<file path="src/inc/osf_pkg.sv">
// Package: register map, field layout, reset values and modes for the orientation block
//
// Overview of operation
// RQ1: Pulse path uses the high-pass filter when bypass is 0; skips it when 1.
// RQ2: Pulse path low-pass filter inserted only when its enable bit is 1.
// RQ3: Two-bit select field picks the high-pass corner; normal mode 16 Hz down to 0.25 Hz.
// RQ4: Low-noise low-power mode scales corners to 0.5-0.063 Hz at 12.5 Hz and below.
// RQ5: High-res corners fixed 16/8/4/2 Hz; low-power corners fall with rate to 0.031 Hz.
// RQ6: Reading the orientation status clears the change flag and its interrupt source.
// RQ7: Change flag sits in status bit 7; set when facing, orientation or lockout changed.
// RQ8: Lockout bit is 1 when the tilt trip angle is exceeded, else 0.
// RQ9: Orientation code: 00 up, 01 inverted, 10 landscape right, 11 landscape left.
// RQ10: Facing bit is 0 for front and 1 for back.
// RQ11: After reset facing, orientation, lockout and change flag are all zero.
// RQ12: Change flag sets on first detection after activation and on every value change.
// RQ13: Reported values keep updating while the change flag is set.
// RQ14: Reported orientation holds while any axis magnitude exceeds 1.25g.
// RQ15: Config register: debounce mode bit 7, detect enable bit 6, bits 5..0 read zero.
// RQ16: Debounce mode 0 decrements the counter on lapse; mode 1 (default) clears it.
// RQ17: Detection runs only when the enable bit is 1; it resets to 0.
// RQ18: Interrupt source asserts while the change flag is set and the interrupt is enabled.
// RQ19: Writes to status and to unused bits are ignored; unused bits read zero.
package osf_pkg;
    localparam logic [7:0] ADDR_HP_CUTOFF = 8'h0f;
    localparam logic [7:0] ADDR_STATUS = 8'h10;
    localparam logic [7:0] ADDR_CONFIG = 8'h11;
    localparam int BIT_HPF_BYPASS = 5;
    localparam int BIT_LPF_EN = 4;
    localparam int BIT_SEL_HI = 1;
    localparam int BIT_SEL_LO = 0;
    localparam int BIT_CHANGE = 7;
    localparam int BIT_LOCKOUT = 6;
    localparam int BIT_CODE_HI = 2;
    localparam int BIT_CODE_LO = 1;
    localparam int BIT_FACING = 0;
    localparam int BIT_DBNC_MODE = 7;
    localparam int BIT_DETECT_EN = 6;
    localparam logic [7:0] HP_CUTOFF_WMASK = 8'h33;
    localparam logic [7:0] CONFIG_WMASK = 8'hc0;
    localparam logic [7:0] HP_CUTOFF_RESET = 8'h00;
    localparam logic [7:0] CONFIG_RESET = 8'h80;
    localparam logic [1:0] CODE_PORTRAIT_UP = 2'h0;
    localparam logic [1:0] CODE_PORTRAIT_DOWN = 2'h1;
    localparam logic [1:0] CODE_LANDSCAPE_RIGHT = 2'h2;
    localparam logic [1:0] CODE_LANDSCAPE_LEFT = 2'h3;
    localparam logic [0:0] FACING_FRONT = 1'h0;
    localparam logic [0:0] FACING_BACK = 1'h1;
    // Oversampling modes
    typedef enum logic [1:0] {OSF_OS_NORMAL, OSF_OS_LNLP, OSF_OS_HIRES, OSF_OS_LOWPWR} osf_os_e;
    // Rate codes: 0=800 1=400 2=200 3=100 4=50 5=12.5 6=6.25 7=1.56 Hz
    localparam int RATE_W = 3;
    localparam logic [2:0] RATE_400 = 3'h1;
    localparam logic [2:0] RATE_200 = 3'h2;
    localparam logic [2:0] RATE_50 = 3'h4;
    localparam logic [2:0] RATE_12P5 = 3'h5;
    // Corner encoded as log2 shift below 16 Hz: 0=16 Hz ... 9=0.031 Hz
    localparam int SHIFT_W = 4;
    localparam logic [3:0] SHIFT_LNLP_SLOW = 4'h5;
    localparam logic [3:0] SHIFT_LP_SLOW = 4'h6;
    localparam int AXIS_W = 10;
    // 1.25g in counts at the 2g scale (256 counts per g)
    localparam logic [9:0] LOCK_LIMIT = 10'h140;
    localparam int DBNC_W = 8;
endpackage : osf_pkg

</file>
<file path="src/rtl/osf_hp_corner.sv">
// Module: high-pass corner lookup from select code, rate and oversampling mode
`timescale 1ns/100ps
module osf_hp_corner (
    input wire logic i_clk,
    input wire logic i_rst,
    input wire logic i_ce,
    input wire logic [1:0] i_sel,
    input wire logic [osf_pkg::RATE_W-1:0] i_rate,
    input wire osf_pkg::osf_os_e i_os_mode,
    output logic [osf_pkg::SHIFT_W-1:0] o_shift
);
    typedef logic [osf_pkg::SHIFT_W-1:0] osf_shift_t;

    logic [osf_pkg::SHIFT_W-1:0] next_shift;
    logic [osf_pkg::SHIFT_W-1:0] base;
    logic [osf_pkg::SHIFT_W-1:0] sel_ext;

    always_comb
    begin
        sel_ext = {2'h0, i_sel};
        base = '0;
        unique case (i_os_mode)
            osf_pkg::OSF_OS_NORMAL:
            begin
                // Corner falls per rate step down to 50 Hz, then stays put
                if (i_rate <= osf_pkg::RATE_400)
                    base = '0; // [RQ3]
                else if (i_rate < osf_pkg::RATE_50)
                    base = osf_shift_t'(i_rate - osf_pkg::RATE_400);
                else
                    base = osf_shift_t'(osf_pkg::RATE_50 - osf_pkg::RATE_400);
            end
            osf_pkg::OSF_OS_LNLP:
            begin
                if (i_rate <= osf_pkg::RATE_400)
                    base = '0;
                else if (i_rate <= osf_pkg::RATE_50)
                    base = osf_shift_t'(i_rate - osf_pkg::RATE_400);
                else
                    base = osf_pkg::SHIFT_LNLP_SLOW; // [RQ4]
            end
            osf_pkg::OSF_OS_HIRES:
                base = '0; // [RQ5]
            osf_pkg::OSF_OS_LOWPWR:
            begin
                if (i_rate <= osf_pkg::RATE_50)
                    base = {1'h0, i_rate};
                else
                    base = osf_pkg::SHIFT_LP_SLOW; // [RQ5]
            end
        endcase
        next_shift = osf_shift_t'(base + sel_ext); // [RQ3]
    end

    always_ff @(posedge i_clk)
    begin
        if (i_rst)
            o_shift <= '0;
        else if (i_ce)
            o_shift <= next_shift;
    end
endmodule : osf_hp_corner

</file>
<file path="src/rtl/osf_orient_detect.sv">
// Module: orientation change tracking with lock window and debounce
`timescale 1ns/100ps
module osf_orient_detect #(
    parameter int AXIS_W = osf_pkg::AXIS_W,
    parameter int DBNC_W = osf_pkg::DBNC_W
) (
    input wire logic i_clk,
    input wire logic i_rst,
    input wire logic i_ce,
    input wire logic i_sample,
    input wire logic i_enable,
    input wire logic i_dbnc_mode,
    input wire logic [DBNC_W-1:0] i_dbnc_count,
    input wire logic [AXIS_W-1:0] i_mag_x,
    input wire logic [AXIS_W-1:0] i_mag_y,
    input wire logic [AXIS_W-1:0] i_mag_z,
    input wire logic [1:0] i_raw_code,
    input wire logic i_raw_facing,
    input wire logic i_raw_lockout,
    output logic [1:0] o_code,
    output logic o_facing,
    output logic o_lockout,
    output logic o_changed
);
    logic [DBNC_W-1:0] dbnc;
    logic first_pending;
    logic over_limit;
    logic differs;

    assign over_limit = (i_mag_x > osf_pkg::LOCK_LIMIT[AXIS_W-1:0])
        || (i_mag_y > osf_pkg::LOCK_LIMIT[AXIS_W-1:0])
        || (i_mag_z > osf_pkg::LOCK_LIMIT[AXIS_W-1:0]);
    assign differs = (i_raw_code != o_code) || (i_raw_facing != o_facing)
        || (i_raw_lockout != o_lockout);

    // Debounce counter advances only while a new position is seen
    always_ff @(posedge i_clk)
    begin
        if (i_rst || !i_enable)
            dbnc <= '0;
        else if (i_ce && i_sample)
        begin
            if (differs && !over_limit)
                dbnc <= (dbnc == i_dbnc_count) ? dbnc : DBNC_W'(dbnc + 1'b1);
            else if (i_dbnc_mode)
                dbnc <= '0; // [RQ16]
            else if (dbnc != '0)
                dbnc <= DBNC_W'(dbnc - 1'b1); // [RQ16]
        end
    end

    // First detection after enable must flag even if values did not move
    always_ff @(posedge i_clk)
    begin
        if (i_rst || !i_enable)
            first_pending <= 1'b1;
        else if (i_ce && i_sample && !over_limit)
            first_pending <= 1'b0;
    end

    always_ff @(posedge i_clk)
    begin
        if (i_rst)
        begin
            o_code <= osf_pkg::CODE_PORTRAIT_UP; // [RQ11]
            o_facing <= osf_pkg::FACING_FRONT;
            o_lockout <= 1'b0;
            o_changed <= 1'b0;
        end
        else if (i_ce)
        begin
            o_changed <= 1'b0;
            // Enable gate; over 1.25g the position is held
            if (i_enable && i_sample && !over_limit) // [RQ17] [RQ14]
            begin
                if (differs && dbnc == i_dbnc_count)
                begin
                    o_code <= i_raw_code; // [RQ9] [RQ13]
                    o_facing <= i_raw_facing; // [RQ10]
                    o_lockout <= i_raw_lockout; // [RQ8]
                    o_changed <= 1'b1; // [RQ12]
                end
                else if (first_pending)
                    o_changed <= 1'b1; // [RQ12]
            end
        end
    end
endmodule : osf_orient_detect

</file>
<file path="src/rtl/osf_orientation_top.sv">
// Module: register file and filter controls of the orientation and pulse filter block
`timescale 1ns/100ps
module osf_orientation_top #(
    parameter int AXIS_W = osf_pkg::AXIS_W,
    parameter int DBNC_W = osf_pkg::DBNC_W
) (
    input wire logic i_clk,
    input wire logic i_rst,
    input wire logic i_ce,
    input wire logic [7:0] i_reg_addr,
    input wire logic i_reg_wr,
    input wire logic i_reg_rd,
    input wire logic [7:0] i_reg_wdata,
    input wire logic [osf_pkg::RATE_W-1:0] i_rate,
    input wire osf_pkg::osf_os_e i_os_mode,
    input wire logic i_sample,
    input wire logic [DBNC_W-1:0] i_dbnc_count,
    input wire logic [AXIS_W-1:0] i_mag_x,
    input wire logic [AXIS_W-1:0] i_mag_y,
    input wire logic [AXIS_W-1:0] i_mag_z,
    input wire logic [1:0] i_raw_code,
    input wire logic i_raw_facing,
    input wire logic i_raw_lockout,
    input wire logic i_irq_enable,
    output logic [7:0] o_reg_rdata,
    output logic o_pulse_highpass_on,
    output logic o_pulse_lowpass_on,
    output logic [osf_pkg::SHIFT_W-1:0] o_hp_shift,
    output logic o_orientation_irq_source
);
    logic [7:0] highpass_cutoff_select;
    logic [7:0] orientation_config;
    logic orientation_change_flag;
    logic [1:0] orientation_code;
    logic facing_bit;
    logic tilt_lockout;
    logic changed;
    logic status_read;
    logic [7:0] status_word;

    function automatic logic [7:0] masked(input logic [7:0] d, input logic [7:0] m);
        masked = d & m;
    endfunction : masked

    assign status_read = i_ce && i_reg_rd && (i_reg_addr == osf_pkg::ADDR_STATUS);
    always_comb
    begin
        status_word = '0; // [RQ19]
        status_word[osf_pkg::BIT_CHANGE] = orientation_change_flag; // [RQ7]
        status_word[osf_pkg::BIT_LOCKOUT] = tilt_lockout;
        status_word[osf_pkg::BIT_CODE_HI:osf_pkg::BIT_CODE_LO] = orientation_code;
        status_word[osf_pkg::BIT_FACING] = facing_bit;
    end

    // Only writable bits are kept; status ignores writes
    always_ff @(posedge i_clk)
    begin
        if (i_rst)
            highpass_cutoff_select <= osf_pkg::HP_CUTOFF_RESET; // [RQ1] [RQ2] [RQ3]
        else if (i_ce && i_reg_wr && i_reg_addr == osf_pkg::ADDR_HP_CUTOFF)
            highpass_cutoff_select <= masked(i_reg_wdata, osf_pkg::HP_CUTOFF_WMASK); // [RQ19]
    end

    always_ff @(posedge i_clk)
    begin
        if (i_rst)
            orientation_config <= osf_pkg::CONFIG_RESET; // [RQ16] [RQ17]
        else if (i_ce && i_reg_wr && i_reg_addr == osf_pkg::ADDR_CONFIG)
            orientation_config <= masked(i_reg_wdata, osf_pkg::CONFIG_WMASK); // [RQ15]
    end

    // Set wins over a read in the same cycle so no change is lost
    always_ff @(posedge i_clk)
    begin
        if (i_rst)
            orientation_change_flag <= 1'b0; // [RQ11]
        else if (i_ce)
        begin
            if (changed)
                orientation_change_flag <= 1'b1; // [RQ12]
            else if (status_read)
                orientation_change_flag <= 1'b0; // [RQ6]
        end
    end

    always_ff @(posedge i_clk)
    begin
        if (i_rst)
            o_reg_rdata <= '0;
        else if (i_ce && i_reg_rd)
        begin
            unique case (i_reg_addr)
                osf_pkg::ADDR_HP_CUTOFF: o_reg_rdata <= highpass_cutoff_select;
                osf_pkg::ADDR_STATUS: o_reg_rdata <= status_word;
                osf_pkg::ADDR_CONFIG: o_reg_rdata <= orientation_config; // [RQ15]
                default: o_reg_rdata <= '0;
            endcase
        end
    end

    always_ff @(posedge i_clk)
    begin
        if (i_rst)
        begin
            o_pulse_highpass_on <= 1'b1;
            o_pulse_lowpass_on <= 1'b0;
        end
        else if (i_ce)
        begin
            o_pulse_highpass_on <= !highpass_cutoff_select[osf_pkg::BIT_HPF_BYPASS]; // [RQ1]
            o_pulse_lowpass_on <= highpass_cutoff_select[osf_pkg::BIT_LPF_EN]; // [RQ2]
        end
    end

    // Interrupt source follows the flag; cleared with it on a status read
    always_ff @(posedge i_clk)
    begin
        if (i_rst)
            o_orientation_irq_source <= 1'b0;
        else if (i_ce)
            o_orientation_irq_source <= (changed || (orientation_change_flag && !status_read))
                && i_irq_enable; // [RQ18] [RQ6]
    end

    osf_hp_corner u_corner (
        .i_clk(i_clk),
        .i_rst(i_rst),
        .i_ce(i_ce),
        .i_sel(highpass_cutoff_select[osf_pkg::BIT_SEL_HI:osf_pkg::BIT_SEL_LO]),
        .i_rate(i_rate),
        .i_os_mode(i_os_mode),
        .o_shift(o_hp_shift)
    );

    osf_orient_detect #(
        .AXIS_W(AXIS_W),
        .DBNC_W(DBNC_W)
    ) u_detect (
        .i_clk(i_clk),
        .i_rst(i_rst),
        .i_ce(i_ce),
        .i_sample(i_sample),
        .i_enable(orientation_config[osf_pkg::BIT_DETECT_EN]),
        .i_dbnc_mode(orientation_config[osf_pkg::BIT_DBNC_MODE]),
        .i_dbnc_count(i_dbnc_count),
        .i_mag_x(i_mag_x),
        .i_mag_y(i_mag_y),
        .i_mag_z(i_mag_z),
        .i_raw_code(i_raw_code),
        .i_raw_facing(i_raw_facing),
        .i_raw_lockout(i_raw_lockout),
        .o_code(orientation_code),
        .o_facing(facing_bit),
        .o_lockout(tilt_lockout),
        .o_changed(changed)
    );
endmodule : osf_orientation_top
</file>
<file path="config.mk">
export PLATFORM = sky130hd
export DESIGN_NAME = osf_orientation_top
export DESIGN_NICKNAME = d
export VERILOG_FILES = /design/src/inc/osf_pkg.sv /design/src/rtl/osf_hp_corner.sv /design/src/rtl/osf_orient_detect.sv /design/src/rtl/osf_orientation_top.sv
export SDC_FILE = /design/constraint.sdc
export NUM_CORES = 1
export LEC_CHECK = 0
export BUFFER_PORTS_ARGS = -buffer_cell sky130_fd_sc_hd__buf_2
export CORE_ASPECT_RATIO = 0.6
export CORE_UTILIZATION = 40
export DETAILED_ROUTE_END_ITERATION = 10
export GPL_ROUTABILITY_DRIVEN = 0
export PLACE_DENSITY_LB_ADDON = 0.05
export SLEW_MARGIN = 20
export SYNTH_ARGS = -nofsm -noshare
export SYNTH_HDL_FRONTEND = slang
export SYNTH_SLANG_ARGS = --single-unit
</file>
<file path="constraint.sdc">
create_clock -name i_clk -period 5.7 [get_ports i_clk]
set_input_delay 0.57 -clock i_clk [delete_from_list [all_inputs] [get_ports i_clk]]
set_output_delay 0.57 -clock i_clk [all_outputs]
set_load 0.02 [all_outputs]
</file>
==> qor.yml, run 1 <==
routing:
  vias: 2229
  dr.pass1.iters: 4
  routed_via_density: 5.24
  drt_wl_total_um: 5750
  wl_per_cell_um: 13.5
  drc_errors: 0
  drtIter0Drc: 99
  ant_nets: 0
timing:
  period_share: 0.476
  setup_slack_ns: 2.99
  slew_headroom: 0.327
  tightest_slew_ns: 1.00
  grt_setup_unrepaired: "no"
  fmax_mhz: 369
  fin_crit_ns: 2.71
  setup_viol: 0
  clock_skew_ns: 0.0102
  finalHoldViolations: 0
  drv_slew: 0
  tns_ns: 0
global_route:
  grt_pass1_wl_um: 9510
  grt_antenna_before_repair: 0
  grt_pass1_vias: 1959
  grt.overflow.total: 0
  grt_usage: 0.206
  grt_max_degree: 28
worst_hold_path:
  hold_depth: 2
  min_to: "o_reg_rdata[5]"
  hold_class: "register to register"
  min_from: "o_reg_rdata[5]"
floorplanning:
  row_count: 20
  core-area_mm2: 0.00528
  die_h_um: 60.5
  die_w_um: 99.5
  pin_count: 85
  die-area_mm2: 0.00602
  start_util: 0.432
synth:
  yosys.cell_count.top_type: "dfxtp_1"
  yosysSeqAreaShare: 0.307
  synth-compound-area-share: 0.150
  synth-simple-area-share: 0.252
  netlist.area_leader.share: 0.307
  synth-xor-area-share: 0.0768
  synth_top_family_by_area: "simple AND/OR/NAND/NOR gates"
  synth_area_mm2: 0.00228
  ys.warnings.count: 0
  syn-num-nets: 355
  synthMuxAreaShare: 0.101
  yosysUniqueCellTypes: 50
  ys_async_sr_fraction: 0
  synth_area_leaders: "dfxtp_1, mux2i_1, xor2_1"
  yosys.area.top_type: "dfxtp_1"
  yosys-top-cells-count: "dfxtp_1, nor2_1, mux2i_1"
  syn_inst: 275
  ys_ff_latch: 35
  synth_enable_flop_cells: 0
  avgSynthCellArea_um2: 8.29
  synthFlopType: "dfxtp_1"
  synthAdderAreaFrac: 0.0581
worst_setup_path:
  reg2reg_depth: 6
  arrival_ns: 2.90
  start_kind: "input pin"
  r2r_start: "u_detect.dbnc[6]"
  slowest_delay_ns: 0.79
  crit_family: "compound AO/OA/AOI/OAI gates"
  crit_buf_inv: 1
  cp_max_fo: 15
  cp_cell_sequence: "buf_2, a2111oi_0, nand4_4, nor2_2, mux2_1, o311a_1"
  worst_setup_path_end_kind: "register"
  crit_type: "input pin to register"
  r2r_end: "u_detect.o_facing"
  regToRegSetupSlack_ns: 3.17
  cp.required_ns: 5.88
  cp_slowest_cell: "a2111oi_0"
place:
  place_area_mm2: 0.00271
  dpl.hpwl_um: 4380
  dpl_worst_slack_ns: 2.68
  port-buffer-count: 81
  dp_cells: 417
cells_and_area:
  fin_cells: 425
  final_cell_area_mm2: 0.00283
  syn2layout_area_growth_pct: 24.1
  antenna_cells: 0
  fin_nets: 427
  drive_gt1_frac: 0.273
clocking:
  clk_pin_slew_ns: 0.08
  clkLatencyLatePin_ns: 0.30
  holdBufCountCts: 0
  htreeDepth: 2
  post-cts-setup-buffers: 0
  cts_tree: "done"
  ctsResizeCount: 0
  cts_root_buffer: "clkbuf_8"
  cts_buffers: 5
  clock_sinks: 35
  clockBufferDepth: 2
power_and_ir_drop:
  max-vdd-ir-drop_uv: 101
  power.density_mw_per_mm2: 195
  leakage_nw: 1.28
job:
  drv_cap: 0
outcome:
  outcome: "finished clean"
cell type report:
cell class,instances,area [um^2]
Multi-Input combinational cell,210,1460
Inverter,14,52.6
Clock inverter,3,43.8
Timing Repair Buffer,81,405
Fill cell,537,2450
Clock buffer,5,68.8
Sequential cell,35,701
Tap cell,77,96.3
worst min-delay path, stage by stage, from the launching register on:
cell	delay [ns]
dfxtp_1	0.32
nand2_1	0.05
a21oi_1	0.05
where the power goes:
part	leakage, nW	internal, mW	switching [mW]
clock network	0.0581	0.130	0.100
registers	0.283	0.247	0.00113
logic	0.935	0.0325	0.0396
per-layer routing:
metal | vias up | GRT usage | part of all wire
met3 | 6 | 0.0714 | 0.088
li1 | 1132 | - | -
met1 | 991 | 0.307 | 0.54
met5 | - | 0 | 0
met4 | 0 | 0.0504 | 0.0082
met2 | 100 | 0.281 | 0.36
stage by stage:
step,utilization,hold slack (ns),power (mW)
after global routing,0.536,0.506,0.574
after global placement,0.514,0.445,0.324
after CTS,0.535,0.467,0.555
after floorplan,-,0.440,0.291
after detailed placement,0.514,0.455,0.325
final,0.536,0.465,0.551
sequential cells by signal (all words and copies together) (netlist names):
name                      count
o_pulse_highpass_on           1
orientation_config            2
u_detect.o_code               2
o_pulse_lowpass_on            1
highpass_cutoff_select        4
u_corner.o_shift              4
u_detect.o_changed            1
u_detect.o_facing             1
u_detect.dbnc                 8
o_reg_rdata                   7
u_detect.first_pending        1
o_orientation_irq_source      1
orientation_change_flag       1
u_detect.o_lockout            1
cell families after synthesis:
logic type / count (synthesis)
AND/OR/NAND/NOR: 110
AO/OA/AOI/OAI: 46
flip-flops: 35
buffers and inverters: 30
multiplexers: 23
XOR/XNOR: 20
adder cells (fa/ha/maj): 10
other: 1
how the worst max path moves through the flow:
stage                     from                 end  slack (ns)  depth (start not counted)
floorplan           i_mag_y[0]  u_detect.o_code[1]        3.24                          7
global placement    i_mag_y[8]    u_detect.dbnc[5]        2.72                          6
detailed placement  i_mag_y[8]    u_detect.dbnc[5]        2.68                          6
CTS                 i_mag_y[8]    u_detect.dbnc[5]        3.00                          6
global route        i_mag_y[8]    u_detect.dbnc[3]        2.83                          6
finish              i_mag_y[8]    u_detect.dbnc[5]        2.99                          6
cell usage in the layout, fill, tap and decap left out, types with 3 or more instances in the layout:
master     n
nor2_1    32
a21oi_1    9
ha_1       9
nor4_1     5
clkbuf_8   5
o21ai_0    9
nand3_1   11
a211oi_1   3
xor2_1    18
buf_2     81
nor3_1     8
mux2i_1   22
dfxtp_1   35
or3_1      5
or4_1      5
nand4_1    6
a32o_1     5
inv_1     14
nand2_1   21
nand3b_1   3
nand2b_1   3
(Power assumes the default switching activity.)
==> inputs of run 2 (changes only) <==
clock period = 2.2 ns   (was 5.7 ns; I/O delays follow)
==> qor.yml, run 2 (same netlist as run 1, synthesis figures left out) <==
routing:
  drtIter0Drc: 146
  routed_via_density: 5.18
  vias: 2334
  ant_nets: 0
  wl_per_cell_um: 13.2
  drt_wl_total_um: 5970
  dr.pass1.iters: 5
  drc_errors: 0
clocking:
  cts_root_buffer: "clkbuf_8"
  cts_tree: "done"
  post-cts-setup-buffers: 0
  htreeDepth: 2
  clockBufferDepth: 2
  holdBufCountCts: 0
  clkLatencyLatePin_ns: 0.28
  cts_buffers: 5
  clk_pin_slew_ns: 0.08
  clock_sinks: 35
worst_hold_path:
  hold_depth: 3
  min_from: "i_reg_wdata[4]"
  min_to: "highpass_cutoff_select[4]"
  hold_class: "input pin to register"
timing:
  finalHoldViolations: 0
  tightest_slew_ns: 0.855
  clock_skew_ns: 0.00761
  period_share: 0.939
  drv_slew: 0
  slew_headroom: 0.429
  fmax_mhz: 484
  setup_viol: 0
  fin_crit_ns: 2.06
  grt_setup_unrepaired: "no"
  tns_ns: 0
floorplanning:
  core-area_mm2: 0.00528
  row_count: 20
  die_h_um: 60.5
  pin_count: 85
  die_w_um: 99.5
  die-area_mm2: 0.00602
  start_util: 0.432
cells_and_area:
  top_register: "u_detect.dbnc"
  fin_cells: 451
  most-common-layout-cells: "buf_2, dfxtp_1, nor2_1"
  fin_nets: 453
  drive_gt1_frac: 0.332
  largest_reg_flops: 8
  syn2layout_area_growth_pct: 33.6
  final_common_cell: "buf_2"
  antenna_cells: 0
  top_regs: "u_detect.dbnc (8), o_reg_rdata (7)"
worst_setup_path:
  r2r_start: "u_detect.dbnc[0]"
  start_kind: "register"
  worst_setup_path_end_kind: "register"
  cp.required_ns: 2.43
  crit_family: "compound AO/OA/AOI/OAI gates"
  cp_slowest_cell: "or4b_2"
  r2r_end: "u_detect.dbnc[7]"
  crit_buf_inv: 2
  reg2reg_depth: 7
  cp_max_fo: 7
  regToRegSetupSlack_ns: 0.14
  crit_type: "register to register"
  arrival_ns: 2.29
  slowest_delay_ns: 0.58
  cp_cell_sequence: "inv_1, ha_1, or4b_2, o21bai_1, buf_4, o21a_1, a32o_1"
power_and_ir_drop:
  p_switching_uw: 349
  power.density_mw_per_mm2: 468
  fin_total_pwr_mw: 1.43
  leakage_nw: 1.41
  power_frac_comb: 0.144
  swShare: 0.245
  p_int_mw: 1.08
  p_clk_frac: 0.405
  pwr-share-seq: 0.451
  max-vdd-ir-drop_uv: 284
job:
  drv_cap: 0
global_route:
  grt_pass1_vias: 2013
  grt.overflow.total: 0
  grt_max_degree: 27
  grt_pass1_wl_um: 9540
  grt_usage: 0.206
  grt_antenna_before_repair: 0
place:
  port-buffer-count: 81
  dp_cells: 443
  dpl.hpwl_um: 4760
outcome:
  outcome: "finished clean"
-- run 2: how the worst max path moves through the flow --
stage / start / to / slack [ns] / cells after the start
CTS: u_detect.dbnc[1] / u_detect.o_lockout / 0.09 / 6
floorplan: i_mag_y[0] / u_detect.o_code[1] / 0.09 / 7
finish: u_detect.dbnc[0] / u_detect.dbnc[7] / 0.14 / 7
global route: u_detect.dbnc[0] / u_detect.dbnc[1] / 0.009 / 9
detailed placement: i_mag_x[2] / u_detect.o_lockout / -0.15 / 7
global placement: i_mag_x[2] / u_detect.o_lockout / -0.12 / 7
-- run 2: layout make-up --
cell class	instances	area [um^2]
clock inverters	3	43.8
inverters	14	52.6
well taps	77	96.3
flip-flops and latches	35	703
fillers	504	2230
repair buffers	107	613
clock buffers	5	68.8
multi-input cells	210	1470
-- run 2: worst reg2reg max path, stage by stage, from the launching register on --
cell	delay, ns
dfxtp_2	0.36
inv_1	0.08
ha_1	0.16
or4b_2	0.58
o21bai_1	0.21
buf_4	0.17
o21a_1	0.25
a32o_1	0.21
-- run 2: power groups by stage --
stage          Clock, mW  Combinational [mW]  Sequential (mW)
6_report           0.578               0.205            0.642
2_1_floorplan          0              0.0892            0.665
3_3_place_gp           0               0.203            0.657
5_1_grt            0.621               0.229            0.643
4_1_cts            0.593               0.205            0.642
3_5_place_dp           0               0.205            0.657
-- run 2: repair_timing --
item	in CTS	in global routing
hold endpoints to repair	0	0
setup endpoints to repair	0	6
resized for setup	0	5
-- run 2: metal layers --
layer	part of all wire	global-route usage	wire length [um]
met3	0.083	0.0472	498
met1	0.53	0.325	3170
met4	0.0049	0.0483	29
met5	0	0	0
met2	0.38	0.277	2270
-- run 2: stage by stage --
stage | hold slack, ns | setup slack [ns] | instance area [um^2] | utilization
after floorplan | 0.364 | 0.0890 | 2280 | -
after global placement | 0.445 | -0.117 | 2920 | 0.553
after detailed placement | 0.446 | -0.146 | 2920 | 0.553
after CTS | 0.167 | 0.0891 | 3030 | 0.575
after global routing | 0.174 | 0.00871 | 3050 | 0.577
final | 0.171 | 0.135 | 3050 | 0.577
==> inputs of run 3 (changes only) <==
BUFFER_PORTS_ARGS = not set   (was -buffer_cell sky130_fd_sc_hd__buf_2)
DONT_BUFFER_PORTS = 1   (was not set)
==> qor.yml, run 3 (same netlist as run 1, synthesis figures left out) <==
outcome:
  outcome: "finished clean"
cells_and_area:
  fin_cells: 370
  final_common_cell: "dfxtp_1"
  most-common-layout-cells: "dfxtp_1, nor2_1, buf_4"
  final_util: 0.499
  largest_reg_flops: 8
  antenna_cells: 0
  top_register: "u_detect.dbnc"
  syn2layout_area_growth_pct: 15.5
  top_regs: "u_detect.dbnc (8), o_reg_rdata (7)"
  drive_gt1_frac: 0.133
  fin_nets: 372
clocking:
  clock_sinks: 35
  clkLatencyLatePin_ns: 0.29
  htreeDepth: 2
  cts_root_buffer: "clkbuf_8"
  post-cts-setup-buffers: 0
  cts_tree: "done"
  clockBufferDepth: 2
  clk_pin_slew_ns: 0.08
  cts_buffers: 5
worst_setup_path:
  crit_buf_inv: 2
  worst_setup_path_end_kind: "register"
  crit_family: "compound AO/OA/AOI/OAI gates"
  cp_slowest_cell: "or4b_2"
  cp_cell_sequence: "inv_1, ha_1, or4b_2, o21bai_1, buf_4, o21a_1, a32o_1"
  start_kind: "register"
  arrival_ns: 2.30
  crit_type: "register to register"
  cp_max_fo: 6
  slowest_delay_ns: 0.58
  cp.required_ns: 2.43
timing:
  fmax_mhz: 484
  drv_slew: 0
  slew_headroom: 0.435
  finalHoldViolations: 0
  period_share: 0.938
  grt_setup_unrepaired: "no"
  clock_skew_ns: 0.00902
  hold_slack_ns: 0.0150
  tns_ns: 0
  setup_viol: 0
  fin_crit_ns: 2.06
  tightest_slew_ns: 0.844
job:
  drv_cap: 0
global_route:
  grt.overflow.total: 0
  grt_pass1_wl_um: 8750
  grt_pass1_vias: 1750
  grt_max_degree: 24
  grt_usage: 0.192
  grt_antenna_before_repair: 0
floorplanning:
  pin_count: 85
  row_count: 20
  start_util: 0.432
  die-area_mm2: 0.00602
  die_w_um: 99.5
  die_h_um: 60.5
  core-area_mm2: 0.00528
worst_hold_path:
  hold_class: "input pin to register"
routing:
  ant_nets: 0
  drc_errors: 0
  vias: 2006
  drtIter0Drc: 94
  wl_per_cell_um: 15.6
  drt_wl_total_um: 5760
  dr.pass1.iters: 4
  routed_via_density: 5.42
place:
  dpl.hpwl_um: 4510
  port-buffer-count: 0
  dp_cells: 359
power_and_ir_drop:
  max-vdd-ir-drop_uv: 312
  fin_total_pwr_mw: 1.35
  power.density_mw_per_mm2: 513
  leakage_nw: 1.07
run 3: cell count changes in the layout (fill, tap and decap cells not counted):
cell / delta
buf_12: -1
buf_2: -81
buf_4: -2
dfxtp_1: +1
dfxtp_2: -1
dlygate4sd3_1: +3
run 3: power by group:
| part | total [mW] | internal, mW | switching (mW) | leakage, nW |
|---|---|---|---|---|
| Sequential | 0.652 | 0.639 | 0.0121 | 0.283 |
| Clock | 0.589 | 0.338 | 0.251 | 0.0581 |
| Combinational | 0.112 | 0.0528 | 0.0596 | 0.731 |
| Total | 1.35 | 1.03 | 0.323 | 1.07 |
run 3: layout make-up:
class                   count  area (um^2)
fillers                   498         2650
clock inverters             3         43.8
multi-input cells         210         1470
repair buffers             26          203
well taps                  77         96.3
inverters                  14         52.6
clock buffers               5         68.8
flip-flops and latches     35          702
run 3: final timing paths:
check / startpoint / end / slack, ns / depth (start not counted)
setup / recovery: u_detect.dbnc[1] / u_detect.dbnc[4] / 0.14 / 7
setup reg to reg: u_detect.dbnc[1] / u_detect.dbnc[4] / 0.14 / 7
hold reg to reg: u_detect.first_pending / u_detect.first_pending / 0.48 / 2
hold / removal: i_ce / u_corner.o_shift[3] / 0.01 / 1
run 3: through the flow:
stage	setup WS [ns]	instance area, um^2
after floorplan	0.0890	2280
after global placement	-0.0343	2480
after detailed placement	-0.0484	2480
after CTS	0.0797	2620
after global routing	0.0396	2640
final	0.135	2640
run 3: per-layer routing:
metal,global-route usage,vias up,share of wire
li1,-,1017,-
met1,0.312,893,0.55
met2,0.243,94,0.35
met3,0.0541,2,0.10
met4,0.0315,0,0.0021
met5,0,-,0
run 3: what timing repair did:
action                     in CTS  in global routing
pin swaps                       0                  2
hold endpoints to repair       23                  1
gates resized for setup         1                  3
setup endpoints to repair       2                  5
hold buffers                    2                  1
